===== config.mk =====
export PLATFORM = sky130hd
export DESIGN_NAME = asm_strobe_sequencer
export DESIGN_NICKNAME = d
export VERILOG_FILES = /design/src/rtl/asm_pkg.sv /design/src/rtl/asm_strobe_sequencer.sv
export VERILOG_INCLUDE_DIRS = /design/src /design/src/rtl
export SDC_FILE = /design/constraint.sdc
export NUM_CORES = 1
export LEC_CHECK = 0
export BUFFER_PORTS_ARGS = -buffer_cell sky130_fd_sc_hd__buf_2
export CAP_MARGIN = 15
export CORE_MARGIN = 1.5
export CORE_UTILIZATION = 56
export DETAILED_ROUTE_END_ITERATION = 8
export GPL_ROUTABILITY_DRIVEN = 0
export HOLD_SLACK_MARGIN = 0.12
export PLACE_DENSITY = 0.87
export SYNTH_ARGS = -nofsm -noshare
export SYNTH_HDL_FRONTEND = slang
export SYNTH_SLANG_ARGS = --single-unit

===== constraint.sdc =====
create_clock -name clock -period 4.6 [get_ports clock]
set_input_delay 0.23 -clock clock [delete_from_list [all_inputs] [get_ports clock]]
set_output_delay 0.23 -clock clock [all_outputs]
set_load 0.03 [all_outputs]

===== src/rtl/asm_params.svh =====
`ifndef ASM_PARAMS_SVH
`define ASM_PARAMS_SVH
`define ASM_ADDR_W 20
`define ASM_BANK_W 2
`define ASM_MASK_W 2
`define ASM_DATA_W 16
`define ASM_CS_W 3
`define ASM_CNT_W 7
`define ASM_UNIT_W 9
`define ASM_SUB_W 4
`define ASM_TA_MIN 3'h1
`define ASM_SETUP_MIN 5'h01
`define ASM_RST_MIN 7'h04
`define ASM_WST_MIN 7'h01
`define ASM_HOLD_MIN 4'h1
`define ASM_MAX_WAIT_LIMIT_MIN 9'h001
`define ASM_UNIT_LAST 4'hF
`define ASM_RELEASE_LOAD 7'h03
`endif


===== src/rtl/asm_pkg.sv =====
`include "asm_params.svh"
package asm_pkg;
  typedef enum logic [2:0] {
    ST_IDLE, ST_SETUP, ST_STROBE, ST_RELEASE, ST_HOLD, ST_TURN
  } asm_state_type;
  typedef struct packed {
    asm_state_type st;
    logic [`ASM_CNT_W-1:0] cnt;
    logic [`ASM_SUB_W-1:0] sub;
    logic [`ASM_UNIT_W-1:0] units;
    logic waiting;
    logic waited;
    logic is_write;
    logic [`ASM_CS_W-1:0] sel;
    logic [`ASM_ADDR_W-1:0] addr;
    logic [`ASM_BANK_W-1:0] bank;
    logic [`ASM_MASK_W-1:0] mask;
    logic [`ASM_DATA_W-1:0] wdata;
    logic [`ASM_DATA_W-1:0] rdata;
    logic rd_valid;
    logic timeout;
    logic cs_act;
    logic oe_n;
    logic we_n;
    logic d_oe;
  } asm_state_reg_type;
endpackage : asm_pkg


===== src/rtl/asm_strobe_sequencer.sv =====
// Function
// - read lasts setup+strobe+hold, plus sixteen cycles per wait unit if waiting
// - select-strobe off: chip select leads read strobe fall by read setup
// - select-strobe on: chip select follows the strobe exactly
// - read address, bank and mask valid read setup cycles before strobe falls
// - select-strobe off: select, address, bank, mask held read hold after strobe
// - read strobe low exactly read strobe cycles without extended waiting
// - with waiting, read strobe low grows sixteen cycles per wait unit
// - read strobe rises four to five cycles after wait released
// - wait lead time measured to unextended hold start
// - write lasts setup+strobe+hold, plus sixteen cycles per wait unit
// - write select leads strobe by write setup, or coincides with select-strobe
// - write data, address, bank, mask valid write setup before strobe falls
// - data, address, bank, mask held write hold after strobe rises; select too with select-strobe off
// - write strobe low write strobe cycles, extended per wait unit
// - write strobe rises four to five cycles after wait released
// - turnaround inserted between accesses; fields limited to documented ranges
// - waiting bounded by maximum wait limit, ending with a time-out
`include "asm_params.svh"
module asm_strobe_sequencer (
  input wire logic clock,
  input wire logic nrst,
  input wire logic req_valid,
  output logic req_ready,
  input wire logic req_write,
  input wire logic [`ASM_CS_W-1:0] req_select,
  input wire logic [`ASM_ADDR_W-1:0] req_addr,
  input wire logic [`ASM_BANK_W-1:0] req_bank,
  input wire logic [`ASM_MASK_W-1:0] req_mask,
  input wire logic [`ASM_DATA_W-1:0] req_wdata,
  output logic rd_valid,
  output logic [`ASM_DATA_W-1:0] rd_data,
  output logic wait_timeout,
  input wire logic [2:0] turnaround_cycles,
  input wire logic [4:0] read_setup_cycles,
  input wire logic [6:0] read_strobe_cycles,
  input wire logic [3:0] read_hold_cycles,
  input wire logic [4:0] write_setup_cycles,
  input wire logic [6:0] write_strobe_cycles,
  input wire logic [3:0] write_hold_cycles,
  input wire logic extended_wait_enable,
  input wire logic select_strobe_enable,
  input wire logic [8:0] max_wait_limit,
  output logic [`ASM_CS_W-1:0] memory_select_n,
  output logic read_strobe_n,
  output logic write_strobe_n,
  output logic [`ASM_ADDR_W-1:0] memory_addr_lines,
  output logic [`ASM_BANK_W-1:0] bank_addr_lines,
  output logic [`ASM_MASK_W-1:0] byte_lane_mask,
  output logic [`ASM_DATA_W-1:0] memory_data_lines_o,
  output logic memory_data_lines_oe,
  input wire logic [`ASM_DATA_W-1:0] memory_data_lines_i,
  input wire logic memory_hold_off
);
  asm_pkg::asm_state_reg_type q, d;
  logic [2:0] ta_e;
  logic [4:0] rs_e, ws_e;
  logic [6:0] rst_e, wst_e;
  logic [3:0] rh_e, wh_e;
  logic [8:0] max_wait_limit_e;
  logic [4:0] su_e;
  logic [6:0] sb_e;
  logic [3:0] hd_e;

  // fields outside their range are pulled to the minimum
  assign ta_e = (turnaround_cycles < `ASM_TA_MIN) ? `ASM_TA_MIN : turnaround_cycles;
  assign rs_e = (read_setup_cycles < `ASM_SETUP_MIN) ? `ASM_SETUP_MIN : read_setup_cycles;
  assign ws_e = (write_setup_cycles < `ASM_SETUP_MIN) ? `ASM_SETUP_MIN : write_setup_cycles;
  assign rst_e = (read_strobe_cycles < `ASM_RST_MIN) ? `ASM_RST_MIN : read_strobe_cycles;
  assign wst_e = (write_strobe_cycles < `ASM_WST_MIN) ? `ASM_WST_MIN : write_strobe_cycles;
  assign rh_e = (read_hold_cycles < `ASM_HOLD_MIN) ? `ASM_HOLD_MIN : read_hold_cycles;
  assign wh_e = (write_hold_cycles < `ASM_HOLD_MIN) ? `ASM_HOLD_MIN : write_hold_cycles;
  assign max_wait_limit_e = (max_wait_limit < `ASM_MAX_WAIT_LIMIT_MIN) ? `ASM_MAX_WAIT_LIMIT_MIN : max_wait_limit;
  assign su_e = q.is_write ? ws_e : rs_e;
  assign sb_e = q.is_write ? wst_e : rst_e;
  assign hd_e = q.is_write ? wh_e : rh_e;

  assign req_ready = (q.st == asm_pkg::ST_IDLE);

  always_comb begin
    d = q;
    d.rd_valid = 1'b0;
    d.timeout = 1'b0;
    unique case (q.st)
      asm_pkg::ST_IDLE: begin
        if (req_valid) begin
          d.st = asm_pkg::ST_SETUP;
          d.is_write = req_write;
          d.sel = req_select;
          d.addr = req_addr;
          d.bank = req_bank;
          d.mask = req_mask;
          d.wdata = req_wdata;
          d.waited = 1'b0;
          d.cnt = req_write ? {2'h0, ws_e} - 7'h01 : {2'h0, rs_e} - 7'h01;
        end
      end
      asm_pkg::ST_SETUP: begin
        if (q.cnt == '0) begin
          d.st = asm_pkg::ST_STROBE;
          d.cnt = sb_e - 7'h01;
          d.sub = '0;
          d.units = '0;
          d.waiting = 1'b0;
        end else begin
          d.cnt = q.cnt - 7'h01;
        end
      end
      asm_pkg::ST_STROBE: begin
        if (q.waiting) begin
          // stretch in sixteen-cycle units while the memory holds off
          d.sub = q.sub + 4'h1;
          if (q.sub == `ASM_UNIT_LAST) begin
            d.units = q.units + 9'h001;
          end
          if (!memory_hold_off) begin
            d.st = asm_pkg::ST_RELEASE;
            d.cnt = `ASM_RELEASE_LOAD;
            d.waiting = 1'b0;
          end else if (q.sub == `ASM_UNIT_LAST && q.units + 9'h001 >= max_wait_limit_e) begin
            d.st = asm_pkg::ST_HOLD;
            d.cnt = {3'h0, hd_e} - 7'h01;
            d.waiting = 1'b0;
            d.timeout = 1'b1;
            d.rd_valid = !q.is_write;
            d.rdata = memory_data_lines_i;
          end
        end else if (extended_wait_enable && memory_hold_off) begin
          d.waiting = 1'b1;
          d.waited = 1'b1;
        end else if (q.cnt == '0) begin
          d.st = asm_pkg::ST_HOLD;
          d.cnt = {3'h0, hd_e} - 7'h01;
          d.rd_valid = !q.is_write;
          d.rdata = memory_data_lines_i;
        end else begin
          d.cnt = q.cnt - 7'h01;
        end
      end
      asm_pkg::ST_RELEASE: begin
        if (q.cnt == '0) begin
          d.st = asm_pkg::ST_HOLD;
          d.cnt = {3'h0, hd_e} - 7'h01;
          d.rd_valid = !q.is_write;
          d.rdata = memory_data_lines_i;
        end else begin
          d.cnt = q.cnt - 7'h01;
        end
      end
      asm_pkg::ST_HOLD: begin
        if (q.cnt == '0) begin
          d.st = asm_pkg::ST_TURN;
          d.cnt = {4'h0, ta_e} - 7'h01;
        end else begin
          d.cnt = q.cnt - 7'h01;
        end
      end
      asm_pkg::ST_TURN: begin
        if (q.cnt == '0) begin
          d.st = asm_pkg::ST_IDLE;
        end else begin
          d.cnt = q.cnt - 7'h01;
        end
      end
      default: d.st = asm_pkg::ST_IDLE;
    endcase
    // pin levels follow the next state so they leave flip-flops
    d.oe_n = !(!d.is_write && (d.st == asm_pkg::ST_STROBE || d.st == asm_pkg::ST_RELEASE));
    d.we_n = !(d.is_write && (d.st == asm_pkg::ST_STROBE || d.st == asm_pkg::ST_RELEASE));
    if (select_strobe_enable) begin
      d.cs_act = !(d.oe_n && d.we_n);
    end else begin
      d.cs_act = d.st inside {asm_pkg::ST_SETUP, asm_pkg::ST_STROBE,
                              asm_pkg::ST_RELEASE, asm_pkg::ST_HOLD};
    end
    d.d_oe = d.is_write && d.st inside {asm_pkg::ST_SETUP, asm_pkg::ST_STROBE,
                                        asm_pkg::ST_RELEASE, asm_pkg::ST_HOLD};
  end

  always_ff @(posedge clock or negedge nrst) begin
    if (!nrst) begin
      q <= '0;
      q.st <= asm_pkg::ST_IDLE;
      q.oe_n <= 1'b1;
      q.we_n <= 1'b1;
    end else begin
      q <= d;
    end
  end

  always_comb begin
    memory_select_n = '1;
    if (q.cs_act) begin
      memory_select_n = ~q.sel;
    end
  end
  assign read_strobe_n = q.oe_n;
  assign write_strobe_n = q.we_n;
  assign memory_addr_lines = q.addr;
  assign bank_addr_lines = q.bank;
  assign byte_lane_mask = q.mask;
  assign memory_data_lines_o = q.wdata;
  assign memory_data_lines_oe = q.d_oe;
  assign rd_valid = q.rd_valid;
  assign rd_data = q.rdata;
  assign wait_timeout = q.timeout;

  // helper counters for the checks below
  logic [7:0] oe_len, we_len, cs_len, hold_len, ta_len;
  logic [9:0] acc_len;
  logic busy;
  assign busy = q.st inside {asm_pkg::ST_SETUP, asm_pkg::ST_STROBE,
                             asm_pkg::ST_RELEASE, asm_pkg::ST_HOLD};
  always_ff @(posedge clock or negedge nrst) begin
    if (!nrst) begin
      oe_len <= '0;
      we_len <= '0;
      cs_len <= '0;
      hold_len <= '0;
      ta_len <= '0;
      acc_len <= '0;
    end else begin
      oe_len <= q.oe_n ? 8'h00 : oe_len + 8'h01;
      we_len <= q.we_n ? 8'h00 : we_len + 8'h01;
      cs_len <= q.cs_act ? cs_len + 8'h01 : 8'h00;
      hold_len <= (q.cs_act && q.oe_n && q.we_n) ? hold_len + 8'h01 : 8'h00;
      ta_len <= (q.st == asm_pkg::ST_TURN) ? ta_len + 8'h01 : 8'h00;
      acc_len <= busy ? acc_len + 10'h001 : 10'h000;
    end
  end

  property p_rd_strobe;
    @(posedge clock) disable iff (!nrst)
    $rose(read_strobe_n) && !q.waited |-> oe_len == {1'b0, rst_e};
  endproperty
  a_rd_strobe: assert property (p_rd_strobe) else $error("read strobe width wrong");

  property p_wr_strobe;
    @(posedge clock) disable iff (!nrst)
    $rose(write_strobe_n) && !q.waited |-> we_len == {1'b0, wst_e};
  endproperty
  a_wr_strobe: assert property (p_wr_strobe) else $error("write strobe width wrong");

  property p_setup_lead;
    @(posedge clock) disable iff (!nrst)
    !select_strobe_enable && ($fell(read_strobe_n) || $fell(write_strobe_n))
      |-> cs_len == {3'h0, su_e};
  endproperty
  a_setup_lead: assert property (p_setup_lead) else $error("select lead wrong");

  property p_sel_follows;
    @(posedge clock) disable iff (!nrst)
    select_strobe_enable && $past(select_strobe_enable)
      |-> (memory_select_n != '1) == !(read_strobe_n && write_strobe_n);
  endproperty
  a_sel_follows: assert property (p_sel_follows) else $error("select not on strobe");

  property p_hold_time;
    @(posedge clock) disable iff (!nrst)
    !select_strobe_enable && $fell(q.cs_act) |-> hold_len == {4'h0, hd_e};
  endproperty
  a_hold_time: assert property (p_hold_time) else $error("hold time wrong");

  property p_lines_stable;
    @(posedge clock) disable iff (!nrst)
    busy && $past(busy) |-> $stable(memory_addr_lines) && $stable(bank_addr_lines)
      && $stable(byte_lane_mask) && $stable(memory_data_lines_o);
  endproperty
  a_lines_stable: assert property (p_lines_stable) else $error("lines moved");

  property p_cycle_len;
    @(posedge clock) disable iff (!nrst)
    q.st == asm_pkg::ST_HOLD && q.cnt == '0 && !q.waited
      |-> acc_len + 10'h001 == {5'h00, su_e} + {3'h0, sb_e} + {6'h00, hd_e};
  endproperty
  a_cycle_len: assert property (p_cycle_len) else $error("access length wrong");

  property p_release;
    @(posedge clock) disable iff (!nrst)
    q.st == asm_pkg::ST_STROBE && q.waiting && !memory_hold_off
      |-> ##[4:5] (read_strobe_n && write_strobe_n);
  endproperty
  a_release: assert property (p_release) else $error("strobe late after wait");

  property p_turn;
    @(posedge clock) disable iff (!nrst)
    q.st == asm_pkg::ST_TURN && q.cnt == '0
      |-> ta_len + 8'h01 == {5'h00, ta_e};
  endproperty
  a_turn: assert property (p_turn) else $error("turnaround wrong");

  property p_timeout;
    @(posedge clock) disable iff (!nrst)
    wait_timeout |-> $past(q.units) + 9'h001 >= max_wait_limit_e && q.st == asm_pkg::ST_HOLD;
  endproperty
  a_timeout: assert property (p_timeout) else $error("timeout at wrong count");

  property p_capture;
    @(posedge clock) disable iff (!nrst)
    rd_valid |-> $rose(read_strobe_n);
  endproperty
  a_capture: assert property (p_capture) else $error("read data not at rise");

  property p_cov_read;
    @(posedge clock) disable iff (!nrst)
    $rose(read_strobe_n) ##1 q.st == asm_pkg::ST_HOLD;
  endproperty
  c_read: cover property (p_cov_read);

  property p_cov_write;
    @(posedge clock) disable iff (!nrst)
    $rose(write_strobe_n);
  endproperty
  c_write: cover property (p_cov_write);

  property p_cov_wait;
    @(posedge clock) disable iff (!nrst)
    q.waiting ##1 q.st == asm_pkg::ST_RELEASE;
  endproperty
  c_wait: cover property (p_cov_wait);

  property p_cov_timeout;
    @(posedge clock) disable iff (!nrst)
    wait_timeout;
  endproperty
  c_timeout: cover property (p_cov_timeout);
endmodule : asm_strobe_sequencer


==> results of run 1 <==
==> path summary, 6_finish.rpt <==
kind                       slack, ns   startpoint              endpoint  depth (start not counted)
min in group asynchronous       0.46         nrst     byte_lane_mask[0]                          2
setup reg to reg                1.15        q[68]                 q[81]                         12
setup / recovery                1.15        q[68]                 q[81]                         12
hold reg to reg                 0.50   rd_data[8]            rd_data[8]                          1
max in group asynchronous       3.41         nrst        write_strobe_n                          3
hold / removal                  0.15  req_addr[1]  memory_addr_lines[1]                          2
==> worst reg2reg max path: stages, from the launching register on <==
cell and delay, ns:
dfrtp_1 0.44, ha_1 0.28, and3_1 0.20, and3_1 0.19
xor2_1 0.16, ha_1 0.23, a211oi_1 0.21, o211ai_1 0.14
a41oi_2 0.36, nor2_2 0.14, a211o_1 0.48, nand2_2 0.17
mux2_1 0.33
==> layout make-up <==
type | count | area [µm²]
clock inverters | 5 | 37.5
inverters | 17 | 63.8
flip-flops and latches | 90 | 2250
fillers | 686 | 2870
clock buffers | 11 | 141
repair buffers | 234 | 1480
well taps | 133 | 166
multi-input cells | 346 | 2670
==> power groups by stage <==
stage | Sequential [mW] | Clock, mW | Combinational, mW
global placement | 1.36 | 0 | 1.95
detailed placement | 1.38 | 0 | 2.00
CTS | 1.37 | 0.507 | 2.05
floorplan | 1.30 | 0 | 1.87
global route | 1.44 | 0.547 | 2.24
finish | 1.40 | 0.497 | 2.09
==> metal layers <==
layer	global-route usage	share of wire
met1	0.331	0.40
met4	0.122	0.026
met3	0.0657	0.072
met5	0	0
met2	0.488	0.50
==> kinds of logic after synthesis <==
kind of cell               count (synthesis)
muxes                                     58
buffers and inverters                     94
xor gates and xnor gates                  18
and+or+nand+nor                          138
DFF                                       90
AOI/OAI and AO/OA                        116
adders and majority gates                 16
==> through the flow <==
step	area, µm²	utilization	setup WS (ns)
4_1_cts	6790	0.701	1.19
5_1_grt	6820	0.704	0.963
3_5_place_dp	6030	0.622	1.18
3_3_place_gp	6030	0.622	1.35
6_report	6820	0.704	1.15
2_1_floorplan	5530	-	1.62
==> registers in the layout (all words and copies together) (netlist names) <==
signal	cells
memory_addr_lines	20
memory_data_lines_o	16
rd_data	16
bank_addr_lines	2
wait_timeout	1
memory_data_lines_oe	1
write_strobe_n	1
q	29
rd_valid	1
byte_lane_mask	2
read_strobe_n	1
==> cells in the final DEF, fill, tap and decap left out, types with 15 or more instances in the layout <==
cell type / Yosys / final
buf_2: 11 / 173
dfrtp_1: 88 / 88
mux2_2: 46 / 46
nand2_1: 27 / 27
inv_1: 17 / 17
a22o_1: 23 / 23
nand3_1: 15 / 15
ha_1: 16 / 16
nor2_1: 26 / 26
o21ai_0: 20 / 20
dlygate4sd3_1: 0 / 59
==> impl_results.md, run 1 <==
* Result of the run: complete, no violations
* Cell-internal power at 2.15 mW
* Initial antenna violation count at 0
* Worst hold slack at 0.149 ns
* Post-Layout Cell Count at 836
* Final Power at 3.99 mW
* Number of cells upsized or downsized after cts at 0
* Core region area at 0.00968 mm²
* Cell with the most instances after synthesis: dfrtp_1
* Clock Skews at 0.00841 ns
* Wire length per cell after detailed routing at 18.2 µm
* Detailed-router iteration count before antenna repair at 5
* Final WL at 15200 µm
* Effective utilization at floorplan at 0.571
* Arithmetic-cell share of the synthesized area counting full adders, half adders and majority gates at 0.0362
* Ant diodes at 0
* Measured slew at the worst slew-check pin at 1.09 ns
* Post-route DRC violation count at 0
* CP Capture Type: flip-flop
* All-layer global routing usage at 0.280
* Initial DRC Count at 224
* Critical path data arrival time at 3.69 ns
* Total number of nets in the final design at 824
* Commonest cells in the netlist: dfrtp_1 (88), buf_4 (57), mux2_2 (46), nand2_1 (27), nor2_1 (26)
* Root buffer selected by CTS: clkbuf_8
* Kind of cell with the highest combined delay on the critical path: compound AO/OA/AOI/OAI gates
* Number of primary I/O pins at 175
* Startpoint class of the critical path: flip-flop
* Die boundary height at 102 µm
* Floorplan die area at 0.0105 mm²
* Clock network power share at 0.125
* Number of buffers inserted during clock tree synthesis at 9
* Vias at 4785
* Fin Setup TNS at 0 ns
* Cts-stage hold buffer count at 58
* Worst path required time at 4.84 ns
* Number of buffers on the longest clock path at 2
* Unrepaired setup endpoints after global routing: no
* Post-synthesis average cell area at 10.4 µm²
* Largest family of logic cells by synthesized area: compound AO/OA/AOI/OAI gates
* Wire length of the first global-routing pass at 22700 µm
* Total grt overflow at 0
* Leakage dissipation at 3.41 nW
* Setup violations, final at 0
* Critical path class: flip-flop to flip-flop
* Hpwl dp at 9730 µm
* Count of yosys warnings during synthesis at 0
* Max_cap viols at 0
* Longest individual stage delay on the worst path at 0.48 ns
* Biggest fanout along the worst timing path at 11
* Power per cell area at 585 mW/mm²
* Area fraction of the dominant cell type after synthesis at 0.398
* TritonCTS Sinks at 90
* Area fraction in compound gates after synthesis at 0.161
* Row Count at 36
* Dominant cells by area after synthesis: dfrtp_1 (40%), mux2_2 (9.4%), buf_4 (7.7%)
* Reg clk slew, reported paths at 0.09 ns
* Number of global-route vias before repair at 4644
* Max transition margin at 0.274
* Number of slew-limit violations in the final report at 0
* Gate Count Post-Synth at 530
* Worst IR drop on VDD at 0.321 mV
* Netlist Area Pre-Place at 0.00553 mm²
* Library cell contributing the largest single delay on the critical path: a211o_1
* Maximum clock frequency at 0.290 GHz
* Pin count of the biggest net entering global routing at 91
* Share of the synthesized netlist area taken by xor and xnor gates at 0.0285
* Switch Pwr at 1.84 mW
* Share of the clock period used by the worst path after layout at 0.750
* Crit path time final at 3.45 ns
* Path type of the worst min-delay path: input pin to flip-flop
* Synth unique cells at 74
* Dominant register cell in the synthesized netlist: dfrtp_1
* Count of port buffers added during placement at 174
* Final hold viol count at 0
* Post-route antenna net violation count at 0
* Combinational share of power at 0.524
* Reg power frac at 0.351
* Post-synthesis to final-layout area growth at 23.4%
* Synth area leader: dfrtp_1
* Clock latency at the later pin of the worst-skew pair at 0.35 ns
* Cells along the critical path: ha_1 -> and3_1 -> and3_1 -> xor2_1 -> ha_1 -> a211oi_1 -> o211ai_1 -> a41oi_2 -> nor2_2 -> a211o_1 -> nand2_2 -> mux2_1
* Area fraction in and, or, nand and nor cells after synthesis at 0.141
* Share of async-settable or async-resettable flops after synthesis at 1.00
* H-tree lvl count at 3
* Die extent in x at 102 µm
* Number of nets produced by synthesis at 656
* Number of placed instances, taps included at 760
* Fraction of final layout cells sized beyond drive strength 1 at 0.371
* Critical path buffer and inverter count at 0
* Post-synth EDFFs at 0
* Multiplexer share of the synthesized area at 0.116
* Share of the yosys chip area belonging to registers at 0.408
* TritonCTS clock tree: built
* Fraction of power spent switching nets at 0.461
* Vias per inst at 5.72
* Flip-flop and latch count after synthesis at 90
* Postcts setup bufs at 0
Power figures use the tool's default switching activity.
==> run 2: changes to the inputs <==
CORE_UTILIZATION = 52   (was 56)
PLACE_DENSITY = 0.81   (was 0.87)
clock period = 3.6 ns   (was 4.6 ns; I/O delays follow)
==> run 2 against run 1 <==
Combinational power grew 28%. Routed wire length decreased by 3.3%. Critical path depth unchanged. Global-route usage decreased by 1.8 points. Register-to-register slack worse by 0.95 ns. Final area up 0.51%. Worst hold slack gained 0.045 ns. Final cell count is 1.1% higher. Maximum frequency is 1.4% higher. Critical endpoint is now q[82].
==> impl_results.md, run 2 (synthesis gave the netlist of run 1 again) <==
* Result of the run: complete, no violations
* Post-synthesis to final-layout area growth at 24.0%
* Reg2Reg Depth at 12
* Post-route antenna net violation count at 0
* Post-route DRC violation count at 0
* Wire length of the first global-routing pass at 23300 µm
* Kind of cell with the highest combined delay on the critical path: compound AO/OA/AOI/OAI gates
* Final WL at 14700 µm
* Vias per inst at 5.69
* Initial antenna violation count at 2
* Path type of the worst min-delay path: input pin to flip-flop
* Leakage dissipation at 3.43 nW
* Global routing usage on met2 at 0.461
* Largest register FFs at 29
* Number of global-route vias before repair at 4842
* Global-route track usage on met1 at 0.314
* Setup violations, final at 0
* Clock Skews at 0.0126 ns
* Fin Setup TNS at 0 ns
* Initial DRC Count at 497
* Longest individual stage delay on the worst path at 0.47 ns
* Number of slew-limit violations in the final report at 0
* Final worst setup slack at 0.198 ns
* Core region area at 0.0103 mm²
* Power per cell area at 741 mW/mm²
* Effective utilization at floorplan at 0.535
* Die boundary height at 106 µm
* Postcts setup bufs at 0
* Most used routing layer: met2
* Critical path buffer and inverter count at 0
* Number of primary I/O pins at 175
* Worst IR drop on VDD at 0.450 mV
* Crit path time final at 3.40 ns
* Hpwl dp at 10100 µm
* Wire length per cell after detailed routing at 17.4 µm
* Number of buffers inserted during clock tree synthesis at 9
* Fill cells at 748
* TritonCTS clock tree: built
* All-layer global routing usage at 0.263
* Row Count at 37
* Detailed-router iteration count before antenna repair at 5
* Final hold viol count at 0
* Vias at 4810
* Critical path class: flip-flop to flip-flop
* TritonCTS Sinks at 90
* Biggest fanout along the worst timing path at 11
* Floorplan die area at 0.0113 mm²
* Startpoint class of the critical path: flip-flop
* Library cell contributing the largest single delay on the critical path: a211o_1
* Measured slew at the worst slew-check pin at 0.822 ns
* Max_cap viols at 0
* CP Capture Type: flip-flop
* Unrepaired setup endpoints after global routing: no
* Cells along the critical path: ha_1 -> and3_1 -> and3_1 -> xor2_1 -> ha_1 -> a211oi_1 -> o211ai_1 -> a41oi_2 -> nor2_2 -> a211o_1 -> nand2_2 -> mux2_1
* Post-place setup slack at 0.249 ns
* Critical path data arrival time at 3.64 ns
* Total number of nets in the final design at 828
* Number of buffers on the longest clock path at 2
* Reg clk slew, reported paths at 0.10 ns
* Top register by number of flip-flops: q
* Root buffer selected by CTS: clkbuf_8
* Most common library cell in the layout ignoring fill and taps: buf_2
* H-tree lvl count at 3
* Most used cells in the layout excluding fill and tap cells: buf_2 (173), dfrtp_1 (88), dlygate4sd3_1 (60)
* Clock latency at the later pin of the worst-skew pair at 0.35 ns
* GRT met3 Usage at 0.0466
* Share of the clock period used by the worst path after layout at 0.945
* Pin count of the biggest net entering global routing at 65
* Path length in cells of the critical path at 12
* Maximum clock frequency at 0.294 GHz
* Max transition margin at 0.452
* Count of port buffers added during placement at 174
* Die extent in x at 106 µm
* Total grt overflow at 0
* Depth of the worst hold-timing path at 3
* Fraction of final layout cells sized beyond drive strength 1 at 0.375
* Worst path required time at 3.84 ns
-- run 2: cell types whose count changed in the layout (fill, tap and decap cells not counted), sizes merged --
cell,change
clkinvlp,-1
buf,+3
clkbuf,-1
inv,+2
dlygate4sd3,+1
diode,+2
-- run 2: layout make-up --
type / instances / area, µm² / share of cell area
tap: 136 / 170 / 0.0248
inverter: 17 / 63.8 / 0.00931
multi-input combinational: 346 / 2670 / 0.390
sequential: 90 / 2250 / 0.329
timing repair buffer: 238 / 1500 / 0.219
clock buffer: 10 / 138 / 0.0201
antenna: 2 / 5.00 / 0.000730
clock inverter: 6 / 47.5 / 0.00694
-- run 2: power breakdown --
part	internal [mW]	leakage (nW)	switching, mW
registers	1.43	1.17	0.329
clock network	0.278	0.0937	0.370
logic	1.05	2.16	1.63
-- run 2: what timing repair did --
action / in CTS / in global routing
setup endpoints to repair: 0 / 0
hold buffers: 60 / 0
hold endpoints to repair: 120 / 0
resized for setup: 0 / 0
-- run 2: routing by layer --
layer  wire length, µm  part of all wire
met1              5730              0.39
met2              7370              0.50
met5                 0                 0
met4               478             0.032
met3              1130             0.077
-- run 2: worst reg2reg max path: stages (launching register included) --
cell      delay [ns]
dfrtp_1         0.44
ha_1            0.27
and3_1          0.19
and3_1          0.19
xor2_1          0.15
ha_1            0.24
a211oi_1        0.18
o211ai_1        0.14
a41oi_2         0.39
nor2_2          0.14
a211o_1         0.47
nand2_2         0.16
mux2_1          0.33
-- run 2: final timing paths --
check	slack (ns)	endpoint	startpoint
worst max-delay path	0.20	q[82]	q[68]
worst min-delay path	0.19	q[3]	select_strobe_enable
worst max register to register	0.20	q[82]	q[68]
worst min register to register	0.50	rd_data[14]	rd_data[14]
max in group asynchronous	2.26	rd_data[2]	nrst
min in group asynchronous	0.45	memory_addr_lines[17]	nrst
-- run 2: per-stage QoR --
step,total power [mW],utilization,instances,instance area (µm²),hold WS (ns)
after floorplan,4.05,-,530,5530,-0.116
after global placement,4.24,0.587,767,6060,0.301
after detailed placement,4.33,0.587,767,6060,0.329
after CTS,5.04,0.663,843,6850,0.183
after global routing,5.37,0.664,845,6850,0.190
final,5.08,0.664,845,6850,0.194
==> run 3: changes to the inputs <==
CTS_BUF_LIST = sky130_fd_sc_hd__clkbuf_16   (was not set)
==> run 3 against run 2 <==
Via count is 0.17% higher. Utilization is 0.88 points higher. Worst setup slack better by 0.0029 ns. Die area stayed put. Final cell count stayed put. Critical path type unchanged. Critical endpoint unchanged. Largest power group unchanged.
==> impl_results.md, run 3 (synthesis gave the netlist of run 1 again) <==
* Result of the run: complete, no violations
* Clock network power share at 0.163
* Die extent in x at 106 µm
* Wire length per cell after detailed routing at 17.5 µm
* Kind of cell with the highest combined delay on the critical path: compound AO/OA/AOI/OAI gates
* Cells along the critical path: ha_1 -> and3_1 -> and3_1 -> xor2_1 -> ha_1 -> a211oi_1 -> o211ai_1 -> a41oi_2 -> nor2_2 -> a211o_1 -> nand2_2 -> mux2_1
* Number of global-route vias before repair at 4841
* Clock Skews at 0.00719 ns
* Post-synthesis to final-layout area growth at 25.7%
* TritonCTS clock tree: built
* Row Count at 37
* Number of placed instances, taps included at 767
* Startpoint class of the critical path: flip-flop
* Initial antenna violation count at 2
* Total number of nets in the final design at 828
* Reg power frac at 0.334
* Max_cap viols at 0
* Total grt overflow at 0
* Most used cells in the layout excluding fill and tap cells: buf_2 (173), dfrtp_1 (88), dlygate4sd3_1 (60)
* Effective utilization at floorplan at 0.535
* Vias per inst at 5.70
* Count of port buffers added during placement at 174
* Biggest fanout along the worst timing path at 11
* Path type of the worst min-delay path: input pin to flip-flop
* Critical path class: flip-flop to flip-flop
* Top register by number of flip-flops: q
* Final hold viol count at 0
* Core region area at 0.0103 mm²
* Worst path required time at 3.81 ns
* Fin Setup TNS at 0 ns
* Library cell contributing the largest single delay on the critical path: a211o_1
* End-of-flow core utilization at 0.673
* Number of buffers on the longest clock path at 2
* All-layer global routing usage at 0.266
* Max transition margin at 0.451
* Worst hold slack at 0.223 ns
* Largest register FFs at 29
* Initial DRC Count at 462
* Setup violations, final at 0
* Detailed-router iteration count before antenna repair at 6
* Final WL at 14800 µm
* Number of slew-limit violations in the final report at 0
* Wire length of the first global-routing pass at 23600 µm
* Pin count of the biggest net entering global routing at 65
* Post-route antenna net violation count at 0
* Fraction of final layout cells sized beyond drive strength 1 at 0.373
* Root buffer selected by CTS: clkbuf_16
* Critical path buffer and inverter count at 0
* Reg clk slew, reported paths at 0.07 ns
* Vias at 4818
* Post-Layout Cell Count at 845
* Fraction of power spent switching nets at 0.444
* Leakage dissipation at 3.47 nW
* Cell-internal power at 2.95 mW
* Switch Pwr at 2.36 mW
* Maximum clock frequency at 0.294 GHz
* Crit path time final at 3.40 ns
* Longest individual stage delay on the worst path at 0.47 ns
* Post-route DRC violation count at 0
* Post-place setup slack at 0.249 ns
* Share of the clock period used by the worst path after layout at 0.944
* Measured slew at the worst slew-check pin at 0.823 ns
* Clock latency at the later pin of the worst-skew pair at 0.33 ns
* Most common library cell in the layout ignoring fill and taps: buf_2
* Floorplan die area at 0.0113 mm²
* Number of primary I/O pins at 175
* Critical path data arrival time at 3.61 ns
* Hpwl dp at 10100 µm
* Final worst setup slack at 0.201 ns
* Worst IR drop on VDD at 0.488 mV
* Number of buffers inserted during clock tree synthesis at 9
* TritonCTS Sinks at 90
* CP Capture Type: flip-flop
* Combinational share of power at 0.503
* H-tree lvl count at 3
* Power per cell area at 765 mW/mm²
* Unrepaired setup endpoints after global routing: no
* Die boundary height at 106 µm
## run 3: worst paths after layout
check,startpoint,end,slack [ns],cells past startpoint
max in group asynchronous,nrst,rd_data[2],2.24,3
max reg2reg,q[68],q[82],0.20,12
min,select_strobe_enable,q[3],0.22,3
max,q[68],q[82],0.20,12
min in group asynchronous,nrst,memory_data_lines_o[13],0.50,2
min reg2reg,rd_data[14],rd_data[14],0.50,1
## run 3: per-stage QoR
stage               total power, mW  instance area (µm²)
finish                         5.32                 6940
global route                   5.61                 6940
CTS                            5.27                 6940
detailed placement             4.33                 6060
global placement               4.24                 6060
floorplan                      4.05                 5530
## run 3: repair_timing
action                    4_1_cts  5_1_grt
hold endpoints to repair      120        0
buffers inserted                0        0
gates resized for setup         0        0
hold buffers                   60        0
## run 3: layout make-up
cell class / instances / area, µm²
Fill cell: 746 / 3380
Multi-Input combinational cell: 346 / 2670
Sequential cell: 90 / 2250
Timing Repair Buffer: 238 / 1500
Clock buffer: 9 / 225
Tap cell: 136 / 170
Inverter: 17 / 63.8
Clock inverter: 7 / 51.3
Antenna cell: 2 / 5.00
## run 3: power groups by stage
stage	Combinational, mW	Clock, mW	Sequential (mW)
floorplan	2.39	0	1.66
global placement	2.52	0	1.73
detailed placement	2.58	0	1.76
CTS	2.64	0.894	1.74
global route	2.85	0.932	1.82
finish	2.67	0.868	1.77
## run 3: tightest hold or removal path: stages
cell and delay, ns:
buf_2 0.08, mux2_2 0.13, and2_1 0.12
## run 3: routing by layer
| metal | up-vias | global-route usage | wire length (µm) | part of all wire |
|---|---|---|---|---|
| met2 | 238 | 0.474 | 7550 | 0.51 |
| met4 | 0 | 0.100 | 339 | 0.023 |
| met5 | - | 0 | 0 | 0 |
| li1 | 2229 | - | - | - |
| met1 | 2313 | 0.315 | 5740 | 0.39 |
| met3 | 38 | 0.0570 | 1140 | 0.077 |
